<file path="config.mk">
export PLATFORM = sky130hd
export DESIGN_NAME = tbstc_top
export DESIGN_NICKNAME = d
export VERILOG_FILES = /design/src/rtl/tbstc_pkg.sv /design/src/rtl/tbstc_flag.sv /design/src/rtl/tbstc_bid_chk.sv /design/src/rtl/tbstc_top.sv
export VERILOG_INCLUDE_DIRS = /design/src /design/src/rtl
export SDC_FILE = /design/constraint.sdc
export NUM_CORES = 1
export LEC_CHECK = 0
export BUFFER_PORTS_ARGS = -buffer_cell sky130_fd_sc_hd__buf_2
export CAP_MARGIN = 25
export CORE_UTILIZATION = 55
export CTS_BUF_LIST = sky130_fd_sc_hd__clkbuf_4
export DETAILED_ROUTE_END_ITERATION = 6
export HOLD_SLACK_MARGIN = 0.06
export PLACE_DENSITY = 0.88
export SYNTH_ARGS = -nofsm -noshare
export SYNTH_HDL_FRONTEND = slang
export SYNTH_HIERARCHICAL = 1
export SYNTH_SLANG_ARGS = --single-unit
</file>
<file path="constraint.sdc">
create_clock -name CORE_CLK -period 4 [get_ports CORE_CLK]
set_input_delay 1.2 -clock CORE_CLK [delete_from_list [all_inputs] [get_ports CORE_CLK]]
set_output_delay 1.2 -clock CORE_CLK [all_outputs]
set_load 0.02 [all_outputs]
</file>
<file path="src/rtl/tbstc_defines.svh">
// Offsets, field positions, reset values and limits of the bid and test block
`ifndef TBSTC_DEFINES_SVH
`define TBSTC_DEFINES_SVH

`define TBSTC_ADDR_W 12
`define TBSTC_OFF_TEST 12'h118
`define TBSTC_OFF_BID 12'h138
`define TBSTC_OFF_TXREQ 12'h140
`define TBSTC_OFF_EVST 12'h144
`define TBSTC_OFF_EVMASK 12'h148
`define TBSTC_OFF_LINE 12'h14C

`define TBSTC_ID_BID 6'h18
`define TBSTC_ID_TEST 6'h19

`define TBSTC_BIT_IGN_LINK 7
`define TBSTC_BIT_CODEC_LOOP 9
`define TBSTC_BIT_ATT_LOOP 10
`define TBSTC_BIT_NO_BACKOFF 11
`define TBSTC_BIT_FULL_DUPLEX 14
`define TBSTC_BIT_REJECTED 7
`define TBSTC_BIT_SPACE_NOW 8
`define TBSTC_BIT_LINK_GOOD 7
`define TBSTC_BIT_SUPPRESS 16

`define TBSTC_EV_REJECTED 0
`define TBSTC_EV_LAUNCHED 1
`define TBSTC_EV_LINK_LOST 2
`define TBSTC_EV_N 3

`define TBSTC_TEST_RESET 16'h0000
`define TBSTC_TXREQ_RESET 17'h00000
`define TBSTC_EVMASK_RESET 3'h0

`define TBSTC_LEN_MAX_FCS 16'h05EA
`define TBSTC_LEN_MAX_RAW 16'h05EE
`define TBSTC_LEN_MIN 16'h0004

`endif

</file>
<file path="src/rtl/tbstc_pkg.sv">
// Types shared by the bid and test control block
package tbstc_pkg;
  typedef logic [15:0] tbstc_len_t;
  typedef logic [31:0] tbstc_word_t;
  typedef logic [11:0] tbstc_addr_t;
  // Gray order along idle, check, issue
  typedef enum logic [1:0] {
    BID_IDLE = 2'b00,
    BID_CHECK = 2'b01,
    BID_ISSUE = 2'b11
  } tbstc_bid_e;
endpackage : tbstc_pkg

</file>
<file path="src/rtl/tbstc_flag.sv">
// Sticky flags, set by hardware and cleared by a mask, set wins
`timescale 1ns/100ps
module tbstc_flag #(
  parameter int W = 1
) (
  input wire logic clk,
  input wire logic rst,
  input wire logic [W-1:0] set,
  input wire logic [W-1:0] clr,
  output logic [W-1:0] q
);
  logic [W-1:0] q_next;

  assign q_next = set | (q & ~clr);

  always_ff @(posedge clk) begin
    if (rst) begin
      q <= '0;
    end else begin
      q <= q_next;
    end
  end
endmodule : tbstc_flag

</file>
<file path="src/rtl/tbstc_bid_chk.sv">
// Registered length verdict for one transmit request
`timescale 1ns/100ps
`include "tbstc_defines.svh"
module tbstc_bid_chk
  import tbstc_pkg::*;
(
  input wire logic clk,
  input wire logic rst,
  input wire logic start,
  input wire tbstc_pkg::tbstc_len_t len,
  input wire logic suppress_fcs_append,
  output logic done,
  output logic too_long,
  output logic too_short
);
  import tbstc_pkg::*;

  logic long_fcs;
  logic long_raw;
  logic short_len;

  assign long_fcs = (len > `TBSTC_LEN_MAX_FCS) && !suppress_fcs_append;
  assign long_raw = len > `TBSTC_LEN_MAX_RAW;
  assign short_len = len < `TBSTC_LEN_MIN;

  always_ff @(posedge clk) begin
    if (rst) begin
      done <= 1'b0;
      too_long <= 1'b0;
      too_short <= 1'b0;
    end else begin
      done <= start;
      if (start) begin
        too_long <= long_fcs | long_raw;
        too_short <= short_len;
      end
    end
  end
endmodule : tbstc_bid_chk

</file>
<file path="src/rtl/tbstc_top.sv">
// Transmit bid status and diagnostic test control with APB register access
//
// Operation
// - Bid status reads identifier 011000 in bits 5:0
// - Reject over 1514 bytes when FCS appended
// - Reject over 1518 bytes in every case
// - Short frames refused without rejected flag
// - Space-now bit mirrors buffer ready input
// - Space-now bit never raises an interrupt
// - Ignore bit opens traffic on bad link
// - Bad link, bit clear: block, keep pulses unless in codec loopback
// - Bad link, bit set: no link pulses
// - Suppress option sends frame without FCS
//
// The APB interface to the registers is this design's own decision.
`timescale 1ns/100ps
`include "tbstc_defines.svh"
module tbstc_top
  import tbstc_pkg::*;
(
  input wire logic CORE_CLK,
  input wire logic RST,
  input wire logic PSEL,
  input wire logic PENABLE,
  input wire logic PWRITE,
  input wire tbstc_pkg::tbstc_addr_t PADDR,
  input wire tbstc_pkg::tbstc_word_t PWDATA,
  output tbstc_pkg::tbstc_word_t PRDATA,
  output logic PREADY,
  output logic PSLVERR,
  input wire logic BUF_TX_READY,
  input wire logic LINK_GOOD,
  output logic TX_START,
  output tbstc_pkg::tbstc_len_t TX_LEN,
  output logic TX_APPEND_FCS,
  output logic TRAFFIC_EN,
  output logic LINK_PULSE_EN,
  output logic LOOP_INTERNAL,
  output logic LOOP_ATTACH,
  output logic TP_TX_EN,
  output logic AUI_TX_EN,
  output logic NO_BACKOFF,
  output logic FULL_DUPLEX,
  output logic IRQ
);
  import tbstc_pkg::*;

  // Register state
  logic [15:0] test_reg;
  logic [15:0] test_next;
  logic [16:0] txreq_reg;
  logic [16:0] txreq_next;
  logic [`TBSTC_EV_N-1:0] evmask_reg;
  logic [`TBSTC_EV_N-1:0] evmask_next;
  logic space_reg;
  logic link_reg;
  tbstc_bid_e bid_reg;
  tbstc_bid_e bid_next;

  // Bus decode
  logic access;
  logic wr_fire;
  logic rd_fire;
  logic hit_test;
  logic hit_bid;
  logic hit_txreq;
  logic hit_evst;
  logic hit_evmask;
  logic hit_line;
  logic hit_any;
  logic hit_ro;
  logic bad_access;
  tbstc_word_t rd_word;
  tbstc_word_t test_word;
  tbstc_word_t bid_word;
  tbstc_word_t line_word;

  // Bid path
  logic bid_start;
  logic chk_done;
  logic chk_long;
  logic chk_short;
  logic bid_reject;
  logic bid_accept;
  logic rejected_flag;
  logic [`TBSTC_EV_N-1:0] ev_set;
  logic [`TBSTC_EV_N-1:0] ev_clr;
  logic [`TBSTC_EV_N-1:0] ev_flags;
  logic link_lost;

  // Test setup fields
  logic ignore_link_integrity;
  logic codec_internal_loopback;
  logic attachment_port_loopback;
  logic no_collision_backoff;
  logic full_duplex_select;
  logic traffic_ok;
  logic pulses_on;
  logic ext_tx_on;

  // Access phase takes two cycles: PREADY rises on the second
  assign access = PSEL & PENABLE;
  assign wr_fire = access & PREADY & PWRITE;
  assign rd_fire = access & ~PREADY & ~PWRITE;

  assign hit_test = PADDR == `TBSTC_OFF_TEST;
  assign hit_bid = PADDR == `TBSTC_OFF_BID;
  assign hit_txreq = PADDR == `TBSTC_OFF_TXREQ;
  assign hit_evst = PADDR == `TBSTC_OFF_EVST;
  assign hit_evmask = PADDR == `TBSTC_OFF_EVMASK;
  assign hit_line = PADDR == `TBSTC_OFF_LINE;
  assign hit_any = hit_test | hit_bid | hit_txreq | hit_evst | hit_evmask | hit_line;
  assign hit_ro = hit_bid | hit_line;
  assign bad_access = ~hit_any | (PWRITE & hit_ro);

  // Test setup keeps only its control bits; the identifier is not stored
  assign ignore_link_integrity = test_reg[`TBSTC_BIT_IGN_LINK];
  assign codec_internal_loopback = test_reg[`TBSTC_BIT_CODEC_LOOP];
  assign attachment_port_loopback = test_reg[`TBSTC_BIT_ATT_LOOP];
  assign no_collision_backoff = test_reg[`TBSTC_BIT_NO_BACKOFF];
  assign full_duplex_select = test_reg[`TBSTC_BIT_FULL_DUPLEX];

  assign test_word = {16'h0000, test_reg[15:6], `TBSTC_ID_TEST};
  assign bid_word = {23'h000000, space_reg, rejected_flag, 1'b0, `TBSTC_ID_BID};
  assign line_word = {24'h000000, link_reg, 7'h00};

  assign rd_word = hit_test ? test_word :
                   hit_bid ? bid_word :
                   hit_txreq ? {15'h0000, txreq_reg} :
                   hit_evst ? {{(32 - `TBSTC_EV_N){1'b0}}, ev_flags} :
                   hit_evmask ? {{(32 - `TBSTC_EV_N){1'b0}}, evmask_reg} :
                   hit_line ? line_word : 32'h00000000;

  // Only control bits are writable in the test setup
  assign test_next = (wr_fire & hit_test) ?
                     {1'b0, PWDATA[`TBSTC_BIT_FULL_DUPLEX], 2'b00, PWDATA[11:9], 1'b0,
                      PWDATA[`TBSTC_BIT_IGN_LINK], 7'h00} : test_reg;
  assign txreq_next = (wr_fire & hit_txreq) ? PWDATA[16:0] : txreq_reg;
  assign evmask_next = (wr_fire & hit_evmask) ? PWDATA[`TBSTC_EV_N-1:0] : evmask_reg;
  assign ev_clr = (wr_fire & hit_evst) ? PWDATA[`TBSTC_EV_N-1:0] : '0;

  // A request write while a bid is in flight still loads the request register but starts no bid
  assign bid_start = wr_fire & hit_txreq & (bid_reg == BID_IDLE);

  always_comb begin
    bid_next = bid_reg;
    unique case (bid_reg)
      BID_IDLE: begin
        if (bid_start) begin
          bid_next = BID_CHECK;
        end
      end
      BID_CHECK: begin
        if (chk_done) begin
          bid_next = BID_ISSUE;
        end
      end
      BID_ISSUE: begin
        bid_next = BID_IDLE;
      end
      default: begin
        bid_next = BID_IDLE;
      end
    endcase
  end

  tbstc_bid_chk u_chk (
    .clk(CORE_CLK),
    .rst(RST),
    .start(bid_start),
    .len(PWDATA[15:0]),
    .suppress_fcs_append(PWDATA[`TBSTC_BIT_SUPPRESS]),
    .done(chk_done),
    .too_long(chk_long),
    .too_short(chk_short)
  );

  assign bid_reject = chk_done & chk_long;
  assign bid_accept = chk_done & ~chk_long & ~chk_short;

  // Rejected flag describes the latest bid that is not too short: a good bid clears it
  tbstc_flag #(
    .W(1)
  ) u_rej (
    .clk(CORE_CLK),
    .rst(RST),
    .set(bid_reject),
    .clr(bid_accept),
    .q(rejected_flag)
  );

  // Space-now is not among the interrupt events
  assign link_lost = link_reg & ~LINK_GOOD;
  assign ev_set = {link_lost, bid_accept, bid_reject};

  tbstc_flag #(
    .W(`TBSTC_EV_N)
  ) u_ev (
    .clk(CORE_CLK),
    .rst(RST),
    .set(ev_set),
    .clr(ev_clr),
    .q(ev_flags)
  );

  assign traffic_ok = LINK_GOOD | ignore_link_integrity;
  assign pulses_on = LINK_GOOD | ~ignore_link_integrity;
  assign ext_tx_on = traffic_ok & ~codec_internal_loopback;

  always_ff @(posedge CORE_CLK) begin
    if (RST) begin
      test_reg <= `TBSTC_TEST_RESET;
    end else begin
      test_reg <= test_next;
    end
  end

  always_ff @(posedge CORE_CLK) begin
    if (RST) begin
      txreq_reg <= `TBSTC_TXREQ_RESET;
    end else begin
      txreq_reg <= txreq_next;
    end
  end

  always_ff @(posedge CORE_CLK) begin
    if (RST) begin
      evmask_reg <= `TBSTC_EVMASK_RESET;
    end else begin
      evmask_reg <= evmask_next;
    end
  end

  always_ff @(posedge CORE_CLK) begin
    if (RST) begin
      bid_reg <= BID_IDLE;
    end else begin
      bid_reg <= bid_next;
    end
  end

  always_ff @(posedge CORE_CLK) begin
    if (RST) begin
      space_reg <= 1'b0;
      link_reg <= 1'b0;
    end else begin
      space_reg <= BUF_TX_READY;
      link_reg <= LINK_GOOD;
    end
  end

  // APB answer, registered
  always_ff @(posedge CORE_CLK) begin
    if (RST) begin
      PREADY <= 1'b0;
      PRDATA <= 32'h00000000;
      PSLVERR <= 1'b0;
    end else begin
      PREADY <= access & ~PREADY;
      PSLVERR <= access & ~PREADY & bad_access;
      if (rd_fire) begin
        PRDATA <= rd_word;
      end
    end
  end

  // Launch toward the transmitter
  always_ff @(posedge CORE_CLK) begin
    if (RST) begin
      TX_START <= 1'b0;
      TX_LEN <= 16'h0000;
      TX_APPEND_FCS <= 1'b1;
    end else begin
      TX_START <= bid_accept;
      if (bid_accept) begin
        TX_LEN <= txreq_reg[15:0];
        TX_APPEND_FCS <= ~txreq_reg[`TBSTC_BIT_SUPPRESS];
      end
    end
  end

  // Line and diagnostic controls
  always_ff @(posedge CORE_CLK) begin
    if (RST) begin
      TRAFFIC_EN <= 1'b0;
    end else begin
      TRAFFIC_EN <= traffic_ok;
    end
  end

  always_ff @(posedge CORE_CLK) begin
    if (RST) begin
      LINK_PULSE_EN <= 1'b1;
    end else begin
      LINK_PULSE_EN <= pulses_on & ~codec_internal_loopback;
    end
  end

  always_ff @(posedge CORE_CLK) begin
    if (RST) begin
      LOOP_INTERNAL <= 1'b0;
    end else begin
      LOOP_INTERNAL <= codec_internal_loopback;
    end
  end

  always_ff @(posedge CORE_CLK) begin
    if (RST) begin
      LOOP_ATTACH <= 1'b0;
    end else begin
      LOOP_ATTACH <= attachment_port_loopback;
    end
  end

  always_ff @(posedge CORE_CLK) begin
    if (RST) begin
      TP_TX_EN <= 1'b0;
    end else begin
      TP_TX_EN <= ext_tx_on;
    end
  end

  always_ff @(posedge CORE_CLK) begin
    if (RST) begin
      AUI_TX_EN <= 1'b0;
    end else begin
      AUI_TX_EN <= ~codec_internal_loopback;
    end
  end

  always_ff @(posedge CORE_CLK) begin
    if (RST) begin
      NO_BACKOFF <= 1'b0;
    end else begin
      NO_BACKOFF <= no_collision_backoff;
    end
  end

  always_ff @(posedge CORE_CLK) begin
    if (RST) begin
      FULL_DUPLEX <= 1'b0;
    end else begin
      FULL_DUPLEX <= full_duplex_select;
    end
  end

  always_ff @(posedge CORE_CLK) begin
    if (RST) begin
      IRQ <= 1'b0;
    end else begin
      IRQ <= |(ev_flags & evmask_reg);
    end
  end
endmodule : tbstc_top

</file>
### Yosys cells after proc, flatten, opt, wreduce, memory -nomap -nowiden

Index checks and enable logic that the tools add are counted.

| operators by class | value |
|---|---|
| $add $sub $neg | 0 |
| multipliers | 0 |
| div/mod/pow operators | 0 |
| order comparisons | 3 |
| equal/unequal tests | 9 |
| shifts and indexed selects | 0 |
| muxes and demuxes | 10 |
| bitwise operators | 44 |
| reduce and logical (&&, ||, !) cells | 5 |

Operators by type and width:

| operator | number |
|---|---|
| $eq A12 B9 Y1 const B | 6 |
| $mux W17 | 3 |
| $gt A16 B11 Y1 const B | 2 |
| $mux W8 | 3 |
| $and A1 B1 Y1 | 19 |
| $lt A16 B3 Y1 const B | 1 |
| $or A1 B1 Y1 | 11 |
| $not A1 Y1 | 10 |
| $and A3 B3 Y3 | 2 |
| $mux W2 | 2 |
| $ne A2 B1 Y1 const B | 2 |
| $pmux W2 S2 | 1 |
| $mux W3 | 1 |
| $not A3 Y3 | 1 |
| $or A3 B3 Y3 | 1 |
| $reduce_or A3 Y1 | 1 |
| $eq A2 B1 Y1 const B | 1 |
| $logic_not A2 Y1 | 1 |
| $reduce_and A2 Y1 | 1 |
| $logic_and A1 B1 Y1 | 1 |
| $logic_not A1 Y1 | 1 |

| storage, ports and cells | value |
|---|---|
| register bits | 97 |
| latch bits | 0 |
| memory bits (writable) | 0 |
| bits in read-only memories | 0 |
| input port bits | 51 |
| output and inout port bits | 61 |
| logic and storage cells | 97 |
| memories kept | 0 |

### Logic depth before layout (Yosys ltp)

| depth | value |
|---|---|
| depth in word-level cells | 9 |
| mapped depth | 8 |
| depth with buffers taken out | 6 |

### Modules after synthesis

Netlist, hierarchy kept.

By module, submodules not included:

| module | instances | cells an instance | area each (um^2) | seq. area each (um^2) |
|---|---|---|---|---|
| tbstc_top | 1 | 368 | 3136.8 | 1501.4 |
| tbstc_bid_chk | 1 | 25 | 217.7 | 60.1 |
| tbstc_flag at u_ev | 1 | 12 | 105.1 | 60.1 |
| tbstc_flag at u_rej | 1 | 4 | 38.8 | 20.0 |

### Worst setup path before layout

Ideal clock, no wire load.

| timing | value |
|---|---|
| path type | input -> register |
| from | in PADDR[9] |
| to | reg u_chk.too_long |
| setup time | 0.069 ns |
| arrival time | 2.797 ns |
| required time | 3.931 ns |
| slack | 1.134 ns |
| stages on the path | 7 |
| path buffers | 1 |
| cells stage by stage | nor4b_1 -> nand4_1 -> clkbuf_1 -> nor4_1 -> o21bai_1 -> nand4b_1 -> o21ai_1 |

| on the way | value |
|---|---|
| longest elaborated chain between the ends | 3 |

Ends and longest elaborated chain:

| element | RTL line | RTL |
|---|---|---|
| from (decl) | tbstc_top.sv:26 | `input wire tbstc_pkg::tbstc_addr_t PADDR,` |
| $eq A12 B9 Y1 (no source line) | -- |  |
| $and A1 B1 Y1 (2 in series) | tbstc_top.sv:143 | `assign bid_start = wr_fire & hit_txreq & (bid_reg == BID_IDLE);` |
| via bid_start | tbstc_top.sv:79 | `logic bid_start;` |
| to (signal assigned) | tbstc_bid_chk.sv:34 | `too_long <= long_fcs \| long_raw;` |
| to (decl) | tbstc_bid_chk.sv:13 | `output logic too_long,` |

The timed path passes the listed nets, and every way through them passes these cells.
A chain may end at the register's enable or synchronous reset.

### Final worst setup path

Ends and elaborated chain as after synthesis.

==> reports/qor.csv <==
stage,metric,value,unit
outcome,outcome,finished clean,
worst_hold_path,min_from,PRDATA[15],
timing,period_share,74.13,%
floorplanning,die_x,81.76,um
final_layout,drive_above_1_share,25.31,%
yosys,async_reset_ff_share,0,%
placement,portBuffers,81,
yosys,synth.area.top_cells,"dfxtp_1 (47%), a21oi_1 (8.3%), nand2_1 (5.2%), nand3_1 (4.1%), buf_4 (3.6%)",
yosys,synth_top_cell_by_area,dfxtp_1,
timing,worst_clock_skew,0.01256,ns
detailed_routing,drtIter0Drc,236,
worst_setup_path,path_delay_family,simple AND/OR/NAND/NOR gates,
worst_setup_path,reg2reg_slack,1.71,ns
clock_network,postCtsSetupBuffers,0,
final_layout,layout.nets,533,
floorplanning,die_h,81.76,um
power_and_ir_drop,power_density,349.3,nW/um^2
timing,slew_headroom,43.00,%
timing,max_freq,337.2,MHz
yosys,syn_inst,409,
worst_setup_path,critPathSlowestCell,nor4_1,
power_and_ir_drop,power,1.403,mW
final_layout,layout_commonest_cell,dfxtp_1,
clock_network,cts_buffers,9,
floorplanning,ios,112,
yosys,yosysSeqAreaShare,46.92,%
clock_network,cts.hold.buffers_added,0,
yosys,synth_area,3498,um^2
clock_network,clock_sinks,82,
final_layout,fillerInstances,528,
final_layout,antenna_cells,0,
detailed_routing,vias,3287,
floorplanning,rows,28,
clock_network,cts_resized,0,
floorplanning,die_area,6684,um^2
timing,worst-slew-pin-transition,0.8486,ns
yosys,synth_cell_type_count,55,
global_route,grt_pass1_vias,3071,
worst_setup_path,critPathBufInv,2,
worst_setup_path,worstReg2RegStart,PREADY,
floorplanning,core,6026,um^2
worst_setup_path,worstPathRequired,4.37,ns
clock_network,clk-insertion-delay-late,0.43,ns
floorplanning,initial_utilization,58.06,%
worst_setup_path,critPathKind,in2reg,
clock_network,tritoncts,done,
yosys,postSynthAreaPerCell,8.553,um^2
yosys,yosysWarnings,6,
timing,min_period,2.965,ns
run,maxCapViolCount,0,
worst_setup_path,crit_chain,"buf_2, nor4b_1, nand4_1, buf_4, nor4_1, o21bai_1, nand4b_1, o21ai_1",
yosys,ys_ff_latch,82,
yosys,synth-edff-count,0,
global_route,overflow,0,
timing,finalSetupTns,0,ns
placement,dp_hpwl,6189,um
worst_setup_path,crit_path_end_kind,flip-flop,
clock_network,clockRootBuffer,clkbuf_4,
worst_hold_path,min_path_type,reg2reg,
worst_setup_path,critPathMaxStageDelay,0.59,ns
clock_network,cts.reportedPaths.clkPinSlew,0.13,ns
global_route,grt_first_pass_wirelength,14140,um
worst_setup_path,start_kind,input pin,
global_route,grt_usage,27.96,%
final_layout,final_cell_mix,"dfxtp_1 (82), buf_2 (81), a21oi_1 (58), nand2_1 (48), nand3_1 (29)",
final_layout,design_area,4016,um^2
yosys,synth_flop_cell,dfxtp_1,
final_layout,area_delta_synth_final,14.81,%
clock_network,cts_htree_levels,3,
global_route,antenna_found_initial,0,
clock_network,max-clock-path-buffers,2,
detailed_routing,via_per_inst,5.859,
global_route,grt_max_degree,36,
placement,gp_congestion,0.9128,
timing,hold_violations,0,
worst_setup_path,worst-path-max-fanout,21,
yosys,yosysTopAreaCellShare,46.92,%
placement,dpl_cell_area,3890,um^2
timing,rsz0062_at_grt,no,
timing,setup_violations,0,
detailed_routing,ant_nets,0,
worst_setup_path,crit_start,PADDR[9],
detailed_routing,finalWirelength,8635,um
timing,slew_violations,0,
power_and_ir_drop,ir_drop,0.2217,mV
power_and_ir_drop,p_leak,1.606,nW
detailed_routing,drc,0,
detailed_routing,first_pass_iters,5,
worst_setup_path,crit_arrival,3.33,ns
detailed_routing,wire_per_inst,15.39,um
where the power goes:
part           internal, mW  switching [mW]
Combinational        0.0339          0.0807
Sequential            0.823         0.00378
Clock                 0.184           0.277
synth_stat cells, types with 2 or more instances:
library cell and n:
a211oi_1 3, a21oi_1 58, a32oi_1 4, and2_1 4, and3_1 4, and4_1 2
buf_1 3, buf_2 2, buf_4 17, clkbuf_1 16, dfxtp_1 82, inv_1 9
mux2_2 4, nand2_1 48, nand2b_1 5, nand3_1 29, nand3b_1 2, nand4_1 5
nand4b_1 2, nor2_1 17, nor2b_1 17, nor3_1 8, nor3_2 2, nor4_1 2
nor4_2 2, nor4_4 2, nor4b_1 2, o211ai_1 2, o21ai_0 25, o31ai_1 3
or2_2 2, or3b_2 2, or4b_4 2
cell type report:
cell class              count  area, um^2  area share, %
clock buffers               9       67.56          1.682
clock inverters             6       58.81          1.464
inverters                  10       37.54         0.9346
multi-input cells         292        1667          41.50
flip-flops and latches     82        1642          40.87
well taps                  75       93.84          2.336
repair buffers             87       450.4          11.21
metrics by stage:
stage               instances  hold WS [ns]  setup slack [ns]  utilization [%]
global route              561        0.4729            0.8276            66.65
detailed placement        546        0.4398            0.7081            64.56
finish                    561        0.4553             1.035            66.65
global placement          546        0.4299            0.7445            64.56
CTS                       561        0.4570             1.097            66.65
floorplan                 423        0.4211             1.134                -
worst paths after layout:
kind,endpoint,depth (start not counted)
worst max register to register,u_chk/too_long,7
worst max-delay path,u_chk/too_long,8
worst min register to register,PRDATA[15],2
worst min-delay path,PRDATA[15],2
routing by layer:
layer  part of all wire, %  GRT usage, %
met1                    42         35.29
met2                    47         44.79
met3                   8.7         6.667
met4                   2.2         13.16
met5                     0             0
tightest hold or removal path: cells and delay by family (launching register included):
family             cells  cell delay (ns)
and+or+nand+nor        1             0.05
DFF                    1             0.33
AOI/OAI and AO/OA      1             0.05
cell families (layout without fill, tap and decap cells):
family / Yosys count / count (layout) / synth area share (%)
other: 1 / 15 / 0.1072
DFF: 82 / 82 / 46.92
buffers and inverters: 49 / 112 / 7.367
AOI/OAI and AO/OA: 107 / 107 / 17.35
and+or+nand+nor: 165 / 165 / 26.68
muxes: 5 / 5 / 1.574
Note: power is estimated with default switching activity, not from simulation.
